File: config.mk
export PLATFORM = sky130hd
export DESIGN_NAME = psq_power_manager_flat
export DESIGN_NICKNAME = d
export VERILOG_FILES = /design/src/psq_pkg.sv /design/src/psq_if.sv /design/src/psq_power_manager.sv /design/src/flat_wrapper.sv
export VERILOG_INCLUDE_DIRS = /design/src
export SDC_FILE = /design/constraint.sdc
export NUM_CORES = 1
export LEC_CHECK = 0
export BUFFER_PORTS_ARGS = -buffer_cell sky130_fd_sc_hd__buf_2
export CAP_MARGIN = 20
export CORE_AREA = 2 2 147 149
export DETAILED_ROUTE_END_ITERATION = 16
export DIE_AREA = 0 0 149 151
export MAX_ROUTING_LAYER = met4
export SETUP_SLACK_MARGIN = 0.05
export SLEW_MARGIN = 20
export SYNTH_ARGS = -nofsm -noshare
export SYNTH_HDL_FRONTEND = slang
export SYNTH_SLANG_ARGS = --single-unit
export TNS_END_PERCENT = 50
File: constraint.sdc
create_clock -name i_clk_sys -period 8.11 [get_ports i_clk_sys]
set_clock_uncertainty 0.1 [all_clocks]
set_input_delay 0 -clock i_clk_sys [delete_from_list [all_inputs] [get_ports i_clk_sys]]
set_output_delay 0 -clock i_clk_sys [all_outputs]
set_load 0.02 [all_outputs]
File: src/psq_regs.svh
`ifndef PSQ_REGS_SVH
`define PSQ_REGS_SVH

// Clock rate and timing figures
`define PSQ_CLK_MHZ      50
`define PSQ_SUP_TIME_MS  4000
`define PSQ_NOTIFY_CYC   4'h4
`define PSQ_BOOT_CYC     4'h8

// Bit positions in the pin vector
`define PSQ_P_RTC_N      0
`define PSQ_P_SW_N       1
`define PSQ_P_PWRSW      2
`define PSQ_P_CARRIER    3
`define PSQ_P_ALARM      4
`define PSQ_P_INHIBIT    5
`define PSQ_P_LOCK       6
`define PSQ_P_RUNOUT     7
`define PSQ_PIN_RST      8'h63

// Bit positions in the event flag vector
`define PSQ_F_CLKRST     0
`define PSQ_F_SWRST      1
`define PSQ_F_TIMEOUT    2
`define PSQ_F_DEADMAN    3
`define PSQ_F_INHIBIT    4

// Extra bits of the pin control register
`define PSQ_C_DM_EN      8
`define PSQ_C_IRQ        9
`define PSQ_CTL_RST      10'h063

// Bits of the command register
`define PSQ_K_STBY       0
`define PSQ_K_SUSP       1
`define PSQ_K_HIB        2
`define PSQ_K_SUPCLR     3
`define PSQ_K_DMCLR      4

// Register byte offsets
`define PSQ_A_PINS       8'h00
`define PSQ_A_CMD        8'h04
`define PSQ_A_DMIV       8'h08
`define PSQ_A_STAT       8'h0c
`define PSQ_A_FLAGS      8'h10

`endif

File: src/psq_pkg.sv
package psq_pkg;

  // Sequencer states, one-hot
  typedef enum logic [7:0] {
    ST_OFF    = 8'h01,
    ST_NOTIFY = 8'h02,
    ST_CHECK  = 8'h04,
    ST_BOOT   = 8'h08,
    ST_RUN    = 8'h10,
    ST_STBY   = 8'h20,
    ST_SUSP   = 8'h40,
    ST_HIBR   = 8'h80
  } psq_state_e;

  typedef logic [4:0] psq_flags_t;  // Sticky event flags
  typedef logic [7:0] psq_pins_t;   // External pin levels

endpackage

File: src/psq_if.sv
`timescale 1ns/10ps
interface psq_if;
  // Controller side to power manager
  psq_pkg::psq_pins_t  pins;              // External pin levels
  logic                irq_pend;          // Interrupt pending level
  logic                instr_stby;        // Standby instruction pulse
  logic                instr_susp;        // Suspend instruction pulse
  logic                instr_hib;         // Hibernate instruction pulse
  logic                sup_clr;           // restart_supervision_clear pulse
  logic                dm_clr;            // deadman_clear_bit pulse
  logic                dm_en;             // Dead-man supervision enable
  logic [31:0]         dm_interval;       // Dead-man interval in cycles
  psq_pkg::psq_flags_t flag_clr;          // Flag clear pulses
  // Power manager to controller side
  logic                rtc_rst;           // RTC reset line
  logic                periph_rst;        // Peripheral reset line
  logic                core_cold_rst;     // Core cold reset line
  logic                core_rst;          // Core reset line
  logic                clk_stop;          // CPU clock-stop request
  logic                power_up_notify;   // Power-on notification
  logic                main_supply_out;   // Main supply enable
  logic                carrier_pin_level; // Carrier pin level
  psq_pkg::psq_flags_t flags;             // Sticky event flags
  psq_pkg::psq_state_e mode;              // Present state

  modport dev (
    input  pins, irq_pend, instr_stby, instr_susp, instr_hib, sup_clr, dm_clr,
    input  dm_en, dm_interval, flag_clr,
    output rtc_rst, periph_rst, core_cold_rst, core_rst, clk_stop,
    output power_up_notify, main_supply_out, carrier_pin_level, flags, mode
  );
  modport ctrl (
    output pins, irq_pend, instr_stby, instr_susp, instr_hib, sup_clr, dm_clr,
    output dm_en, dm_interval, flag_clr,
    input  rtc_rst, periph_rst, core_cold_rst, core_rst, clk_stop,
    input  power_up_notify, main_supply_out, carrier_pin_level, flags, mode
  );
endinterface

File: src/psq_power_manager.sv
`include "psq_regs.svh"
`timescale 1ns/10ps
module psq_power_manager #(
  parameter int unsigned SUP_CYC = `PSQ_SUP_TIME_MS * 1000 * `PSQ_CLK_MHZ // Supervision cycles
) (
  input  wire logic                i_clk_sys, // System clock, 50 MHz
  input  wire logic                i_rstn,    // Async reset, active low
  psq_if.dev                       link,      // Link to controller side
  output      psq_pkg::psq_state_e o_mode     // Present state
);
  import psq_pkg::*;

  psq_pins_t  pin_s1_q;     // Synchroniser first stage
  psq_pins_t  pin_s2_q;     // Synchroniser second stage
  psq_pins_t  pin_s3_q;     // Delay for edge detection
  psq_state_e state_q;      // Sequencer state
  psq_state_e state_d;      // Next sequencer state
  psq_flags_t flags_q;      // Sticky flags
  psq_flags_t flag_set;     // Flag set terms this cycle
  logic [3:0] seq_cnt_q;    // Notify and boot timer
  logic [31:0] sup_cnt_q;   // Restart supervision timer
  logic       sup_arm_q;    // Supervision running
  logic [31:0] dm_cnt_q;    // Dead-man counter
  logic       rtc_rst_q;    // Output flops
  logic       periph_rst_q;
  logic       core_rst_q;
  logic       clk_stop_q;
  logic       notify_q;
  logic       supply_q;
  logic       carrier_q;
  psq_state_e mode_q;

  // States in which the core may be running
  function automatic logic is_live(input psq_state_e s);
    return (s == ST_BOOT) || (s == ST_RUN) || (s == ST_STBY) || (s == ST_SUSP);
  endfunction

  // True when the state is newly entered
  function automatic logic enters(input psq_state_e nxt, input psq_state_e cur,
                                  input psq_state_e s);
    return (nxt == s) && (cur != s);
  endfunction

  // Pin synchronisers; stage one feeds stage two only
  always_ff @(posedge i_clk_sys or negedge i_rstn) begin
    if (!i_rstn) begin
      pin_s1_q <= `PSQ_PIN_RST;
      pin_s2_q <= `PSQ_PIN_RST;
      pin_s3_q <= `PSQ_PIN_RST;
    end else begin
      pin_s1_q <= link.pins;
      pin_s2_q <= pin_s1_q;
      pin_s3_q <= pin_s2_q;
    end
  end

  // Decoded pin and timer conditions
  logic rtc_act;   // Clock reset held
  logic sw_act;    // Reset switch held
  logic sw_rel;    // Reset switch just released
  logic wake;      // Any wake source edge
  logic inh_ok;    // Battery inhibit high
  logic lock_ok;   // Battery lock held
  logic runout;    // Battery runout seen
  logic sup_exp;   // Supervision expired
  logic dm_exp;    // Dead-man expired
  assign rtc_act = !pin_s2_q[`PSQ_P_RTC_N];
  assign sw_act  = !pin_s2_q[`PSQ_P_SW_N];
  assign sw_rel  = pin_s2_q[`PSQ_P_SW_N] && !pin_s3_q[`PSQ_P_SW_N];
  // Rising edges only, so a held switch cannot loop power-up
  assign wake    = (pin_s2_q[`PSQ_P_PWRSW] && !pin_s3_q[`PSQ_P_PWRSW]) ||
                   (pin_s2_q[`PSQ_P_CARRIER] && !pin_s3_q[`PSQ_P_CARRIER]) ||
                   (pin_s2_q[`PSQ_P_ALARM] && !pin_s3_q[`PSQ_P_ALARM]);
  assign inh_ok  = pin_s2_q[`PSQ_P_INHIBIT];
  assign lock_ok = pin_s2_q[`PSQ_P_LOCK];
  assign runout  = pin_s2_q[`PSQ_P_RUNOUT];
  assign sup_exp = sup_arm_q && (sup_cnt_q == 32'h0);
  assign dm_exp  = link.dm_en && (link.dm_interval != 32'h0) &&
                   (dm_cnt_q >= link.dm_interval);

  // Sequencer next state and flag set terms
  always_comb begin
    state_d  = state_q;
    flag_set = '0;
    if (rtc_act) begin
      state_d = ST_OFF;
      flag_set[`PSQ_F_CLKRST] = 1'b1;
    end else if (sw_act) begin
      state_d = ST_OFF;
      flag_set[`PSQ_F_SWRST] = 1'b1;
    end else if (sw_rel) begin
      state_d = ST_NOTIFY;
    end else if (is_live(state_q) && sup_exp) begin
      state_d = ST_OFF;
      flag_set[`PSQ_F_TIMEOUT] = 1'b1;
    end else if (is_live(state_q) && dm_exp) begin
      state_d = ST_OFF;
      flag_set[`PSQ_F_DEADMAN] = 1'b1;
    end else if (is_live(state_q) && runout) begin
      state_d = ST_OFF;
      flag_set[`PSQ_F_TIMEOUT] = 1'b1;
    end else if (is_live(state_q) && !lock_ok) begin
      state_d = ST_OFF;
    end else begin
      case (state_q)
        // Shut down, waiting for a wake edge
        ST_OFF: begin
          if (wake) begin
            state_d = ST_NOTIFY;
          end
        end
        // Notify held; wake edges fall through unseen
        ST_NOTIFY: begin
          if (seq_cnt_q == 4'h0) begin
            state_d = ST_CHECK;
          end
        end
        // Sample inhibit, then start or fall back
        ST_CHECK: begin
          if (!inh_ok) begin
            state_d = ST_OFF;
            flag_set[`PSQ_F_INHIBIT] = 1'b1;
          end else if (runout || !lock_ok) begin
            state_d = ST_OFF;
          end else begin
            state_d = ST_BOOT;
          end
        end
        // Cold reset sequence with peripherals released
        ST_BOOT: begin
          if (seq_cnt_q == 4'h0) begin
            state_d = ST_RUN;
          end
        end
        // Full speed; low-power only by instruction
        ST_RUN: begin
          if (link.instr_hib && !link.irq_pend) begin
            state_d = ST_HIBR;
          end else if (link.instr_susp) begin
            state_d = ST_SUSP;
          end else if (link.instr_stby) begin
            state_d = ST_STBY;
          end
        end
        // Any interrupt returns to full speed
        ST_STBY, ST_SUSP: begin
          if (link.irq_pend) begin
            state_d = ST_RUN;
          end
        end
        // Only the three wake sources or a reset switch or clock reset leave hibernate
        ST_HIBR: begin
          if (wake) begin
            state_d = ST_NOTIFY;
          end
        end
        default: begin
          state_d = ST_OFF;
        end
      endcase
    end
  end

  // State register
  always_ff @(posedge i_clk_sys or negedge i_rstn) begin
    if (!i_rstn) begin
      state_q <= ST_OFF;
    end else begin
      state_q <= state_d;
    end
  end

  // Notify and boot timer
  always_ff @(posedge i_clk_sys or negedge i_rstn) begin
    if (!i_rstn) begin
      seq_cnt_q <= 4'h0;
    end else if (enters(state_d, state_q, ST_NOTIFY)) begin
      seq_cnt_q <= `PSQ_NOTIFY_CYC - 4'h1;
    end else if (enters(state_d, state_q, ST_BOOT)) begin
      seq_cnt_q <= `PSQ_BOOT_CYC - 4'h1;
    end else if (seq_cnt_q != 4'h0) begin
      seq_cnt_q <= seq_cnt_q - 4'h1;
    end
  end

  // Restart supervision, armed on every restart into full speed
  always_ff @(posedge i_clk_sys or negedge i_rstn) begin
    if (!i_rstn) begin
      sup_arm_q <= 1'b0;
      sup_cnt_q <= 32'h0;
    end else if (state_q == ST_BOOT && state_d == ST_RUN) begin
      sup_arm_q <= 1'b1;
      sup_cnt_q <= 32'(SUP_CYC - 1);
    end else if (link.sup_clr || !is_live(state_d)) begin
      sup_arm_q <= 1'b0;
    end else if (sup_arm_q && sup_cnt_q != 32'h0) begin
      sup_cnt_q <= sup_cnt_q - 32'h1;
    end
  end

  // Dead-man counter, cleared by software each interval
  always_ff @(posedge i_clk_sys or negedge i_rstn) begin
    if (!i_rstn) begin
      dm_cnt_q <= 32'h0;
    end else if (!link.dm_en || link.dm_clr || !is_live(state_q)) begin
      dm_cnt_q <= 32'h0;
    end else if (!dm_exp) begin
      dm_cnt_q <= dm_cnt_q + 32'h1;
    end
  end

  // Sticky flags; a set in the clear cycle wins. Hibernate sets none
  always_ff @(posedge i_clk_sys or negedge i_rstn) begin
    if (!i_rstn) begin
      flags_q <= '0;
    end else begin
      flags_q <= (flags_q & ~link.flag_clr) | flag_set;
    end
  end

  // Outputs registered from next state and synchronised pin terms, so they switch with the state
  always_ff @(posedge i_clk_sys or negedge i_rstn) begin
    if (!i_rstn) begin
      rtc_rst_q    <= 1'b1;
      periph_rst_q <= 1'b1;
      core_rst_q   <= 1'b1;
      clk_stop_q   <= 1'b0;
      notify_q     <= 1'b0;
      supply_q     <= 1'b0;
      carrier_q    <= 1'b0;
      mode_q       <= ST_OFF;
    end else begin
      rtc_rst_q    <= rtc_act;
      periph_rst_q <= rtc_act || sw_act || !is_live(state_d);
      core_rst_q   <= rtc_act || sw_act || !(is_live(state_d) && state_d != ST_BOOT);
      clk_stop_q   <= (state_d == ST_STBY) || (state_d == ST_SUSP) ||
                      (state_d == ST_HIBR);
      notify_q     <= (state_d == ST_NOTIFY);
      supply_q     <= !((state_d == ST_OFF) || (state_d == ST_HIBR) ||
                        (state_d == ST_SUSP));
      carrier_q    <= pin_s2_q[`PSQ_P_CARRIER];
      mode_q       <= state_d;
    end
  end

  // Drive the link from the output flops
  assign link.rtc_rst           = rtc_rst_q;
  assign link.periph_rst        = periph_rst_q;
  assign link.core_cold_rst     = core_rst_q;
  assign link.core_rst          = core_rst_q;
  assign link.clk_stop          = clk_stop_q;
  assign link.power_up_notify   = notify_q;
  assign link.main_supply_out   = supply_q;
  assign link.carrier_pin_level = carrier_q;
  assign link.flags             = flags_q;
  assign link.mode              = mode_q;
  assign o_mode                 = mode_q;

endmodule

File: src/flat_wrapper.sv
// flat-port wrapper written by rule: the top's interface ports become plain ports
module psq_power_manager_flat import psq_pkg::*;
#(
  parameter int unsigned SUP_CYC = `PSQ_SUP_TIME_MS * 1000 * `PSQ_CLK_MHZ                      
)
  (i_clk_sys, i_rstn, o_mode, link_pins, link_irq_pend, link_instr_stby, link_instr_susp, link_instr_hib, link_sup_clr, link_dm_clr, link_dm_en, link_dm_interval, link_flag_clr, link_rtc_rst, link_periph_rst, link_core_cold_rst, link_core_rst, link_clk_stop, link_power_up_notify, link_main_supply_out, link_carrier_pin_level, link_flags, link_mode);
  psq_if link_i ();
  input  wire logic i_clk_sys;
  input  wire logic i_rstn;
  output      psq_pkg::psq_state_e o_mode;
  input wire logic [$bits(link_i.pins)-1:0] link_pins;
  input wire logic [$bits(link_i.irq_pend)-1:0] link_irq_pend;
  input wire logic [$bits(link_i.instr_stby)-1:0] link_instr_stby;
  input wire logic [$bits(link_i.instr_susp)-1:0] link_instr_susp;
  input wire logic [$bits(link_i.instr_hib)-1:0] link_instr_hib;
  input wire logic [$bits(link_i.sup_clr)-1:0] link_sup_clr;
  input wire logic [$bits(link_i.dm_clr)-1:0] link_dm_clr;
  input wire logic [$bits(link_i.dm_en)-1:0] link_dm_en;
  input wire logic [$bits(link_i.dm_interval)-1:0] link_dm_interval;
  input wire logic [$bits(link_i.flag_clr)-1:0] link_flag_clr;
  output wire logic [$bits(link_i.rtc_rst)-1:0] link_rtc_rst;
  output wire logic [$bits(link_i.periph_rst)-1:0] link_periph_rst;
  output wire logic [$bits(link_i.core_cold_rst)-1:0] link_core_cold_rst;
  output wire logic [$bits(link_i.core_rst)-1:0] link_core_rst;
  output wire logic [$bits(link_i.clk_stop)-1:0] link_clk_stop;
  output wire logic [$bits(link_i.power_up_notify)-1:0] link_power_up_notify;
  output wire logic [$bits(link_i.main_supply_out)-1:0] link_main_supply_out;
  output wire logic [$bits(link_i.carrier_pin_level)-1:0] link_carrier_pin_level;
  output wire logic [$bits(link_i.flags)-1:0] link_flags;
  output wire logic [$bits(link_i.mode)-1:0] link_mode;
  assign link_i.pins = link_pins;
  assign link_i.irq_pend = link_irq_pend;
  assign link_i.instr_stby = link_instr_stby;
  assign link_i.instr_susp = link_instr_susp;
  assign link_i.instr_hib = link_instr_hib;
  assign link_i.sup_clr = link_sup_clr;
  assign link_i.dm_clr = link_dm_clr;
  assign link_i.dm_en = link_dm_en;
  assign link_i.dm_interval = link_dm_interval;
  assign link_i.flag_clr = link_flag_clr;
  assign link_rtc_rst = link_i.rtc_rst;
  assign link_periph_rst = link_i.periph_rst;
  assign link_core_cold_rst = link_i.core_cold_rst;
  assign link_core_rst = link_i.core_rst;
  assign link_clk_stop = link_i.clk_stop;
  assign link_power_up_notify = link_i.power_up_notify;
  assign link_main_supply_out = link_i.main_supply_out;
  assign link_carrier_pin_level = link_i.carrier_pin_level;
  assign link_flags = link_i.flags;
  assign link_mode = link_i.mode;
  psq_power_manager #(.SUP_CYC(SUP_CYC)) u_core (.i_clk_sys(i_clk_sys), .i_rstn(i_rstn), .link(link_i), .o_mode(o_mode));
endmodule
After elaboration in Yosys (flattened, before gate mapping)

Cells that the tools add are included.
W data, S select, Z words.

Word-level logic and storage cells: 145
Bits of input ports: 54
Output and inout bits: 29
Register bits after elaboration: 110

Bitwise gates (word level): 3
Mux-type cells: 42
Eq/ne operators: 20
Magnitude comparators: 1
Reductions and logical operators: 60
$add $sub $neg: 3

Operators with widths:

| kind                    | number |
|---|---|
| $mux W32                | 5 |
| $mux W8                 | 15 |
| $reduce_bool A32 Y1     | 2 |
| $pmux W8 S6             | 1 |
| $add A32 B1 Y32 const B | 1 |
| $ge A32 B32 Y1          | 1 |
| $logic_not A32 Y1       | 1 |
| $sub A32 B1 Y32 const B | 1 |
| $mux W4                 | 5 |
| $logic_or A1 B1 Y1      | 19 |
| $logic_and A1 B1 Y1     | 17 |
| $eq A8 B1 Y1 const B    | 2 |
| $eq A8 B2 Y1 const B    | 2 |
| $eq A8 B4 Y1 const B    | 2 |
| $eq A8 B5 Y1 const B    | 2 |
| $eq A8 B6 Y1 const B    | 2 |
| $eq A8 B7 Y1 const B    | 2 |
| $eq A8 B8 Y1 const B    | 2 |
| $ne A8 B4 Y1 const B    | 2 |
| $logic_not A1 Y1        | 13 |
| $mux W1                 | 13 |
| $eq A8 B3 Y1 const B    | 1 |
| $ne A8 B2 Y1 const B    | 1 |
| $mux W3                 | 2 |
| 13 further kinds        | 15 |

Logic depth before layout (Yosys ltp)

Gate-level depths: netlist of the first run.

Depth after elaboration: 21
Mapped depth: 12
Depth with buffers taken out: 10

Worst setup path before layout of the first run

Ideal clock, no wire load.

Path kind: reg2reg
From: register u_core.dm_cnt_q[13]
To: register u_core.sup_cnt_q[17]
Arrival time: 2.834 ns
Path buffers: 1
Data required time: 7.878 ns
Cell stages (with the launch flop): 11
Setup time: 0.132 ns
Path slack: 5.044 ns
Clock period less this slack: 3.066 ns
Cell sequence: dfrtp_1 -> ha_1 -> nand4_1 -> nor3_1 -> or4b_1 -> a31oi_1 -> o21ai_1 -> clkbuf_1 -> nand2_1 -> nor2_1 -> or3b_1

Longest elaborated chain between the ends: 16
Elaborated cells on any way between the ends: 22
Classes of those cells: order compare (1); eq/ne (5); mux (6); reduce/logical (10)

RTL lines:

| item                                         | line                                              | text |
|---|---|---|
| start, declared                              | psq_power_manager.sv:23                           | `logic [31:0] dm_cnt_q;` |
| start signal, assigned                       | psq_power_manager.sv:208                          | `dm_cnt_q <= dm_cnt_q + 32'h1;` |
| $ge A32 B32 Y1 (*)                           | psq_power_manager.sv:79                           | `(dm_cnt_q >= link.dm_interval);` |
| $logic_and A1 B1 Y1 (*)                      | psq_power_manager.sv:78                           | `assign dm_exp = link.dm_en && (link.dm_interval != 32'h0) &&` |
| $logic_and A1 B1 Y1 (*)                      | psq_power_manager.sv:96                           | `end else if (is_live(state_q) && dm_exp) begin` |
| $mux W8 (*)                                  | psq_power_manager.sv:96                           |  |
| $mux W8 (*)                                  | psq_power_manager.sv:93                           | `end else if (is_live(state_q) && sup_exp) begin` |
| $mux W8 (*)                                  | psq_power_manager.sv:91                           | `end else if (sw_rel) begin` |
| $mux W8 (*)                                  | psq_power_manager.sv:88                           | `end else if (sw_act) begin` |
| $mux W8 (*)                                  | psq_power_manager.sv:85                           | `if (rtc_act) begin` |
| $eq A8 B4 Y1 or $eq A8 B5 Y1 (tied branches) | psq_power_manager.sv:35, psq_power_manager.sv:191 |  |
| $logic_or A1 B1 Y1 (3 in a row)              | psq_power_manager.sv:35                           | `return (s == ST_BOOT) \|\| (s == ST_RUN) \|\| (s == ST_STBY) \|\| (s == ST_SUSP);` |
| $logic_not A1 Y1                             | psq_power_manager.sv:194                          | `end else if (link.sup_clr \|\| !is_live(state_d)) begin` |
| $logic_or A1 B1 Y1                           | psq_power_manager.sv:194                          |  |
| $ne A2 B1 Y1 (no source line)                | --                                                |  |
| $reduce_and A2 Y1 (no source line)           | --                                                |  |
| end signal, assigned                         | psq_power_manager.sv:193                          | `sup_cnt_q <= 32'(SUP_CYC - 1);` |
| end signal, assigned                         | psq_power_manager.sv:197                          | `sup_cnt_q <= sup_cnt_q - 32'h1;` |
| end, declared                                | psq_power_manager.sv:21                           | `logic [31:0] sup_cnt_q;` |

Mark *: on every way between the ends. The rest lies on a longest branch, timed or not.
A chain may end at the register's enable or synchronous reset.

Worst setup path after layout of the first run

From: register u_core.state_q[1]
To: register u_core.sup_cnt_q[28]

Longest elaborated chain between the ends: 20
Elaborated cells on any way between the ends: 46
Classes of those cells: eq/ne (13); mux (16); reduce/logical (17)

RTL lines:

| item                                                                  | line                     | text |
|---|---|---|
| start, declared                                                       | psq_power_manager.sv:16  | `psq_state_e state_q;` |
| start signal, assigned                                                | psq_power_manager.sv:169 | `state_q <= state_d;` |
| parallel branches: the longest is 20 deep, another holds $eq A8 B1 Y1 | --                       |  |

Several ways; the timed one is not identified.

==> flow_summary.json, run 1 <==
{
  "min_period_over_period_pct": 47.8,
  "cts_setup_buffers": 0,
  "first_iter_violations": 225,
  "synth-seq-cells": 108,
  "crit_cells": 8,
  "cts_buffers": 9,
  "postRouteWirelength_mm": 14.8,
  "clockBufferDepth": 2,
  "gp_congestion": 0.824,
  "slew_headroom_pct": 40.4,
  "path_clk_slew_ns": 0.08,
  "hpwlAfterDp_mm": 10.9,
  "power_density_nw_per_um2": 157,
  "end_kind": "flip-flop",
  "async_flop_share_pct": 100,
  "antenna_cells": 0,
  "drive_gt1_share_pct": 16.7,
  "p_leak_nw": 3.40,
  "path_max_fanout": 16,
  "drc": 0,
  "slowest_delay_ns": 0.62,
  "port_buffers": 82,
  "die-area_um2": 22500,
  "worst_r2r_path_depth": 8,
  "r2r_slack_ns": 4.23,
  "initial_core_util_pct": 29.6,
  "cp-endpoint": "u_core.sup_cnt_q[28]",
  "syn_nets": 755,
  "synthTopCellsByCount": "dfrtp_1 (95), nor2_1 (64), inv_1 (46), nand2_1 (42), nand3_1 (36)",
  "vias_per_cell": 4.94,
  "maxCapViolCount": 0,
  "holdWs_ns": 0.0677,
  "first_pass_iters": 4,
  "setup_violations": 0,
  "grt_pass1_vias": 4962,
  "clock-sinks": 108,
  "vias": 5122,
  "vdd.ir_drop.worst_uv": 96.2,
  "synth_area_leaders": "dfrtp_1 (39%), ha_1 (7.1%), dfstp_2 (5.5%)",
  "die_w_um": 149,
  "tightest_slew_ns": 0.882,
  "rows": 53,
  "synth_edf_count": 0,
  "cpMaxStageDelayCell": "nand4_1",
  "clock.fmax_mhz": 258,
  "path_class": "flip-flop to flip-flop",
  "hold_buffers": 18,
  "antenna_found_initial": 0,
  "regArea_um2": 2720,
  "critPathRequiredTime_ns": 8.30,
  "critPathArrivalTime_ns": 4.06,
  "grt_use_total_pct": 14.1,
  "synth_top_cell_by_area": "dfrtp_1",
  "cts_tree": "yes",
  "netlist_instances": 666,
  "drv_slew": 0,
  "yosysMostFrequentCell": "dfrtp_1",
  "crit_path_start_kind": "flip-flop",
  "grt_max_degree": 68,
  "synth_ff_type": "dfrtp_1",
  "fin_crit_ns": 3.88,
  "cpMostUsedCell": "or4_1",
  "clockRootBuffer": "clkbuf_16",
  "setup_tns_ns": 0,
  "overflow": 0,
  "synth_cell_types": 60,
  "area_delta_synth_final_pct": 18.6,
  "rsz0062_at_grt": "false",
  "worstSetupStartpoint": "u_core.state_q[1]",
  "n_fill_cell": 2177,
  "cts_resized": 0,
  "die_h_um": 151,
  "core_area_um2": 20800,
  "synth_top_area_share_pct": 38.6,
  "post_synth.cell_area_avg_um2": 9.26,
  "final_nets": 845,
  "wl_per_cell_um": 14.3,
  "yosys_warnings": 0,
  "cp_cell_sequence": "or3_4 -> or4_1 -> o31ai_1 -> a41oi_1 -> nor2_1 -> nand4_1 -> or4_1 -> a21oi_1",
  "crit_family": "simple AND/OR/NAND/NOR gates",
  "worst-path-buf-inv": 0,
  "grt_pass1_wl_mm": 24.5,
  "status": "finished clean",
  "syn_area_um2": 6160,
  "hp-class": "input port to async pin",
  "seq_area_frac_synth_pct": 44.1,
  "multi_input_area_um2": 3140,
  "reg2reg_from": "u_core.state_q[1]",
  "ant_nets": 0,
  "ios": 83,
  "finalHoldViolations": 0,
  "clock_latency_ns": 0.36,
  "regToRegEndpoint": "u_core.sup_cnt_q[28]",
  "htreeDepth": 3
}
-- metal layers --
metal,GRT usage (%),vias to the layer above,share of wire [%]
li1,-,2578,-
met1,18.3,2419,47
met2,22.1,100,46
met3,2.41,25,4.8
met4,5.38,0,2.2
met5,-,-,0
-- flip-flops by register name, summed over array words and instances (netlist names) --
register	flops
u_core.dm_cnt_q	32
u_core.sup_cnt_q	32
u_core.pin_s1_q	8
u_core.pin_s2_q	8
u_core.state_q	8
u_core.link.flags	5
u_core.pin_s3_q	4
u_core.seq_cnt_q	4
u_core.link.clk_stop	1
u_core.link.core_cold_rst	1
u_core.link.main_supply_out	1
u_core.link.periph_rst	1
u_core.link.power_up_notify	1
u_core.link.rtc_rst	1
u_core.sup_arm_q	1
-- per-stage QoR --
stage,setup WS [ns],power [mW],area [µm²],instances,utilization [%]
after detailed placement,4.17,0.696,6810,1002,32.7
final,4.23,1.15,7310,1036,35.1
after global placement,4.33,0.694,6810,1002,32.7
after floorplan,5.04,0.648,6160,666,-
after CTS,4.15,1.17,7310,1036,35.1
after global routing,3.85,1.20,7310,1036,35.1
-- layout by cell type, fill, tap and decap left out, drive strengths merged, types with 22 or more instances in the layout --
cell type,n
a21oi,31
buf,86
dfrtp,95
ha,35
inv,50
nand2,42
nand3,36
nand4,30
nor2,64
nor4,22
o21ai,28
or3,24
xor2,35
-- worst min path at each step --
stage	start	endpoint	slack, ns	depth (start not counted)
3_3_place_gp	i_rstn	u_core.dm_cnt_q[16]	-0.07	1
3_5_place_dp	i_rstn	u_core.dm_cnt_q[15]	-0.06	1
4_1_cts	link_dm_clr	u_core.dm_cnt_q[21]	0.07	3
2_1_floorplan	i_rstn	u_core.dm_cnt_q[0]	-0.40	0
6_report	i_rstn	u_core.dm_cnt_q[16]	0.07	2
5_1_grt	link_dm_clr	u_core.dm_cnt_q[20]	0.12	3
-- cells by family (layout without fill, tap and decap cells) --
group | Yosys count | count (layout) | synth area share (%)
mux | 2 | 2 | 0.325
compound gates | 101 | 101 | 10.3
flops | 108 | 108 | 44.1
xor+xnor | 43 | 43 | 6.11
simple gates | 306 | 306 | 27.0
fa+ha+maj | 35 | 35 | 7.10
buf+inv | 71 | 166 | 5.07
-- report_power, final --
group	internal, mW	leakage (nW)	switching [mW]
Clock	0.223	0.153	0.233
Sequential	0.558	1.41	0.0133
Combinational	0.0524	1.83	0.0671
Total	0.833	3.40	0.314
-- layout make-up --
| class | count | area share (%) |
|---|---|---|
| Clock buffer | 9 | 3.08 |
| Clock inverter | 7 | 1.22 |
| Inverter | 46 | 2.36 |
| Multi-Input combinational cell | 487 | 42.9 |
| Sequential cell | 108 | 37.2 |
| Tap cell | 275 | 4.71 |
| Timing Repair Buffer | 104 | 8.53 |
(Power assumes the default switching activity.)
==> run 2, diff against run 1 <==
==> constraint.sdc (replaced) <==
create_clock -name i_clk_sys -period 4 [get_ports i_clk_sys]
set_clock_uncertainty 0.1 [all_clocks]
set_input_delay 0 -clock i_clk_sys [delete_from_list [all_inputs] [get_ports i_clk_sys]]
set_output_delay 0 -clock i_clk_sys [all_outputs]
set_load 0.02 [all_outputs]
==> run 2 against run 1 <==
Compared with the run above:
- register-to-register slack worse by 3.6 ns
- sequential cell count is the same
- sequential power rose by 100%
- critical path type unchanged
==> flow_summary.json, run 2 (synthesized netlist as in run 1, its figures left out) <==
{
  "die_w_um": 149,
  "critPathArrivalTime_ns": 3.53,
  "die_h_um": 151,
  "initial_core_util_pct": 29.6,
  "overflow": 0,
  "final_nets": 855,
  "setup_violations": 0,
  "first_pass_iters": 4,
  "drv_slew": 0,
  "status": "finished clean",
  "path_max_fanout": 13,
  "cts_setup_buffers": 0,
  "slew_headroom_pct": 37.4,
  "p_clk_share_pct": 39.7,
  "grt_pass1_vias": 4934,
  "groute.layer.met1.usage_pct": 18.2,
  "power_density_nw_per_um2": 317,
  "switching_share_pct": 25.5,
  "gp_congestion": 0.827,
  "final_common_cell": "dfrtp_1",
  "core_area_um2": 20800,
  "crit_path_start_kind": "flip-flop",
  "die-area_um2": 22500,
  "clockRootBuffer": "clkbuf_16",
  "finalHoldViolations": 0,
  "use_met3_pct": 2.53,
  "maxCapViolCount": 0,
  "min_period_over_period_pct": 84.8,
  "critPathRequiredTime_ns": 4.13,
  "hpwlAfterDp_mm": 11.0,
  "path_clk_slew_ns": 0.08,
  "power_frac_seq_pct": 49.5,
  "p_leak_nw": 3.45,
  "rsz0062_at_grt": "false",
  "clockBufferDepth": 2,
  "first_iter_violations": 264,
  "end_kind": "flip-flop",
  "holdWs_ns": 0.0482,
  "grt_most_used_layer": "met2",
  "htreeDepth": 3,
  "ant_nets": 0,
  "grt_max_degree": 41,
  "antenna_found_initial": 0,
  "rows": 53,
  "n_fill_cell": 2141,
  "cts_tree": "yes",
  "top_regs": "u_core.dm_cnt_q (32), u_core.sup_cnt_q (32)",
  "dp_cells": 1012,
  "setup_tns_ns": 0,
  "wl_per_cell_um": 14.1,
  "cts_buffers": 9,
  "tightest_slew_ns": 0.927,
  "post-route-cell-area_um2": 7370,
  "grt_pass1_wl_mm": 24.4,
  "antenna_cells": 0,
  "grt_util_met2_pct": 22.5,
  "vias_per_cell": 4.91,
  "instances_no_fill": 1046,
  "drc": 0,
  "vdd.ir_drop.worst_uv": 186,
  "clock_latency_ns": 0.35,
  "clock.fmax_mhz": 295,
  "vias": 5139,
  "hp-class": "input port to async pin",
  "dpl_cell_area_um2": 6890,
  "ios": 83,
  "path_class": "flip-flop to flip-flop",
  "p_comb_share_pct": 10.7,
  "drive_gt1_share_pct": 17.6,
  "area_delta_synth_final_pct": 19.6,
  "clock-sinks": 108,
  "power.internal_mw": 1.74,
  "grt_use_total_pct": 14.0,
  "switchingPower_mw": 0.596,
  "port_buffers": 82,
  "postRouteWirelength_mm": 14.7,
  "fin_crit_ns": 3.39,
  "power_mw": 2.34,
  "final_cell_mix": "dfrtp_1 (95), buf_2 (81), nor2_1 (64)"
}
## run 2: what timing repair did
item | 4_1_cts | 5_1_grt
endpoints found under the hold margin | 51 | 0
hold buffers | 18 | 0
setup endpoints to repair | 0 | 0
resized for setup | 0 | 0
## run 2: area by class of cell
cell class	count	area (µm²)	area share, %
multi-input cells	487	3130	42.5
flip-flops and latches	108	2720	36.9
inverters	46	173	2.34
clock inverters	7	81.3	1.10
clock buffers	9	225	3.05
repair buffers	114	698	9.47
well taps	275	344	4.67
## run 2: per-stage QoR
stage / worst slack [ns] / util [%]
6_report: 0.608 / 35.4
5_1_grt: 0.331 / 35.4
4_1_cts: 0.602 / 35.4
3_5_place_dp: 0.612 / 33.1
3_3_place_gp: 0.709 / 33.1
2_1_floorplan: 0.934 / -
## run 2: final timing paths
path | startpoint | endpoint | slack, ns | cells after the start
worst max-delay path | u_core.state_q[3] | u_core.sup_cnt_q[5] | 0.61 | 8
worst min-delay path | i_rstn | u_core.dm_cnt_q[6] | 0.05 | 2
worst max register to register | u_core.state_q[3] | u_core.sup_cnt_q[5] | 0.61 | 8
worst min register to register | u_core.pin_s1_q[4] | u_core.pin_s2_q[4] | 0.25 | 0
max in group asynchronous | i_rstn | u_core.link.periph_rst | 2.83 | 3
min in group i_clk_sys | link_dm_clr | u_core.dm_cnt_q[1] | 0.05 | 3
## run 2: power by group through the flow
stage	clock, mW	sequential (mW)	combinational (mW)
final	0.929	1.16	0.251
after global routing	1.01	1.16	0.287
after CTS	0.965	1.16	0.254
after detailed placement	0	1.18	0.241
after global placement	0	1.18	0.239
after floorplan	0	1.18	0.136
## run 2: layer usage
layer,vias up,share of wire [%]
li1,2597,-
met2,85,47
met5,-,0
met4,0,1.0
met3,9,3.5
met1,2448,49
## run 2: worst max-delay path: stages (launching register included)
cell	delay, ns
dfrtp_1	0.53
or3_4	0.45
or4_1	0.52
o31ai_1	0.12
a41oi_1	0.13
nor2_1	0.35
nand4_1	0.46
o21ai_0	0.26
or3b_1	0.36
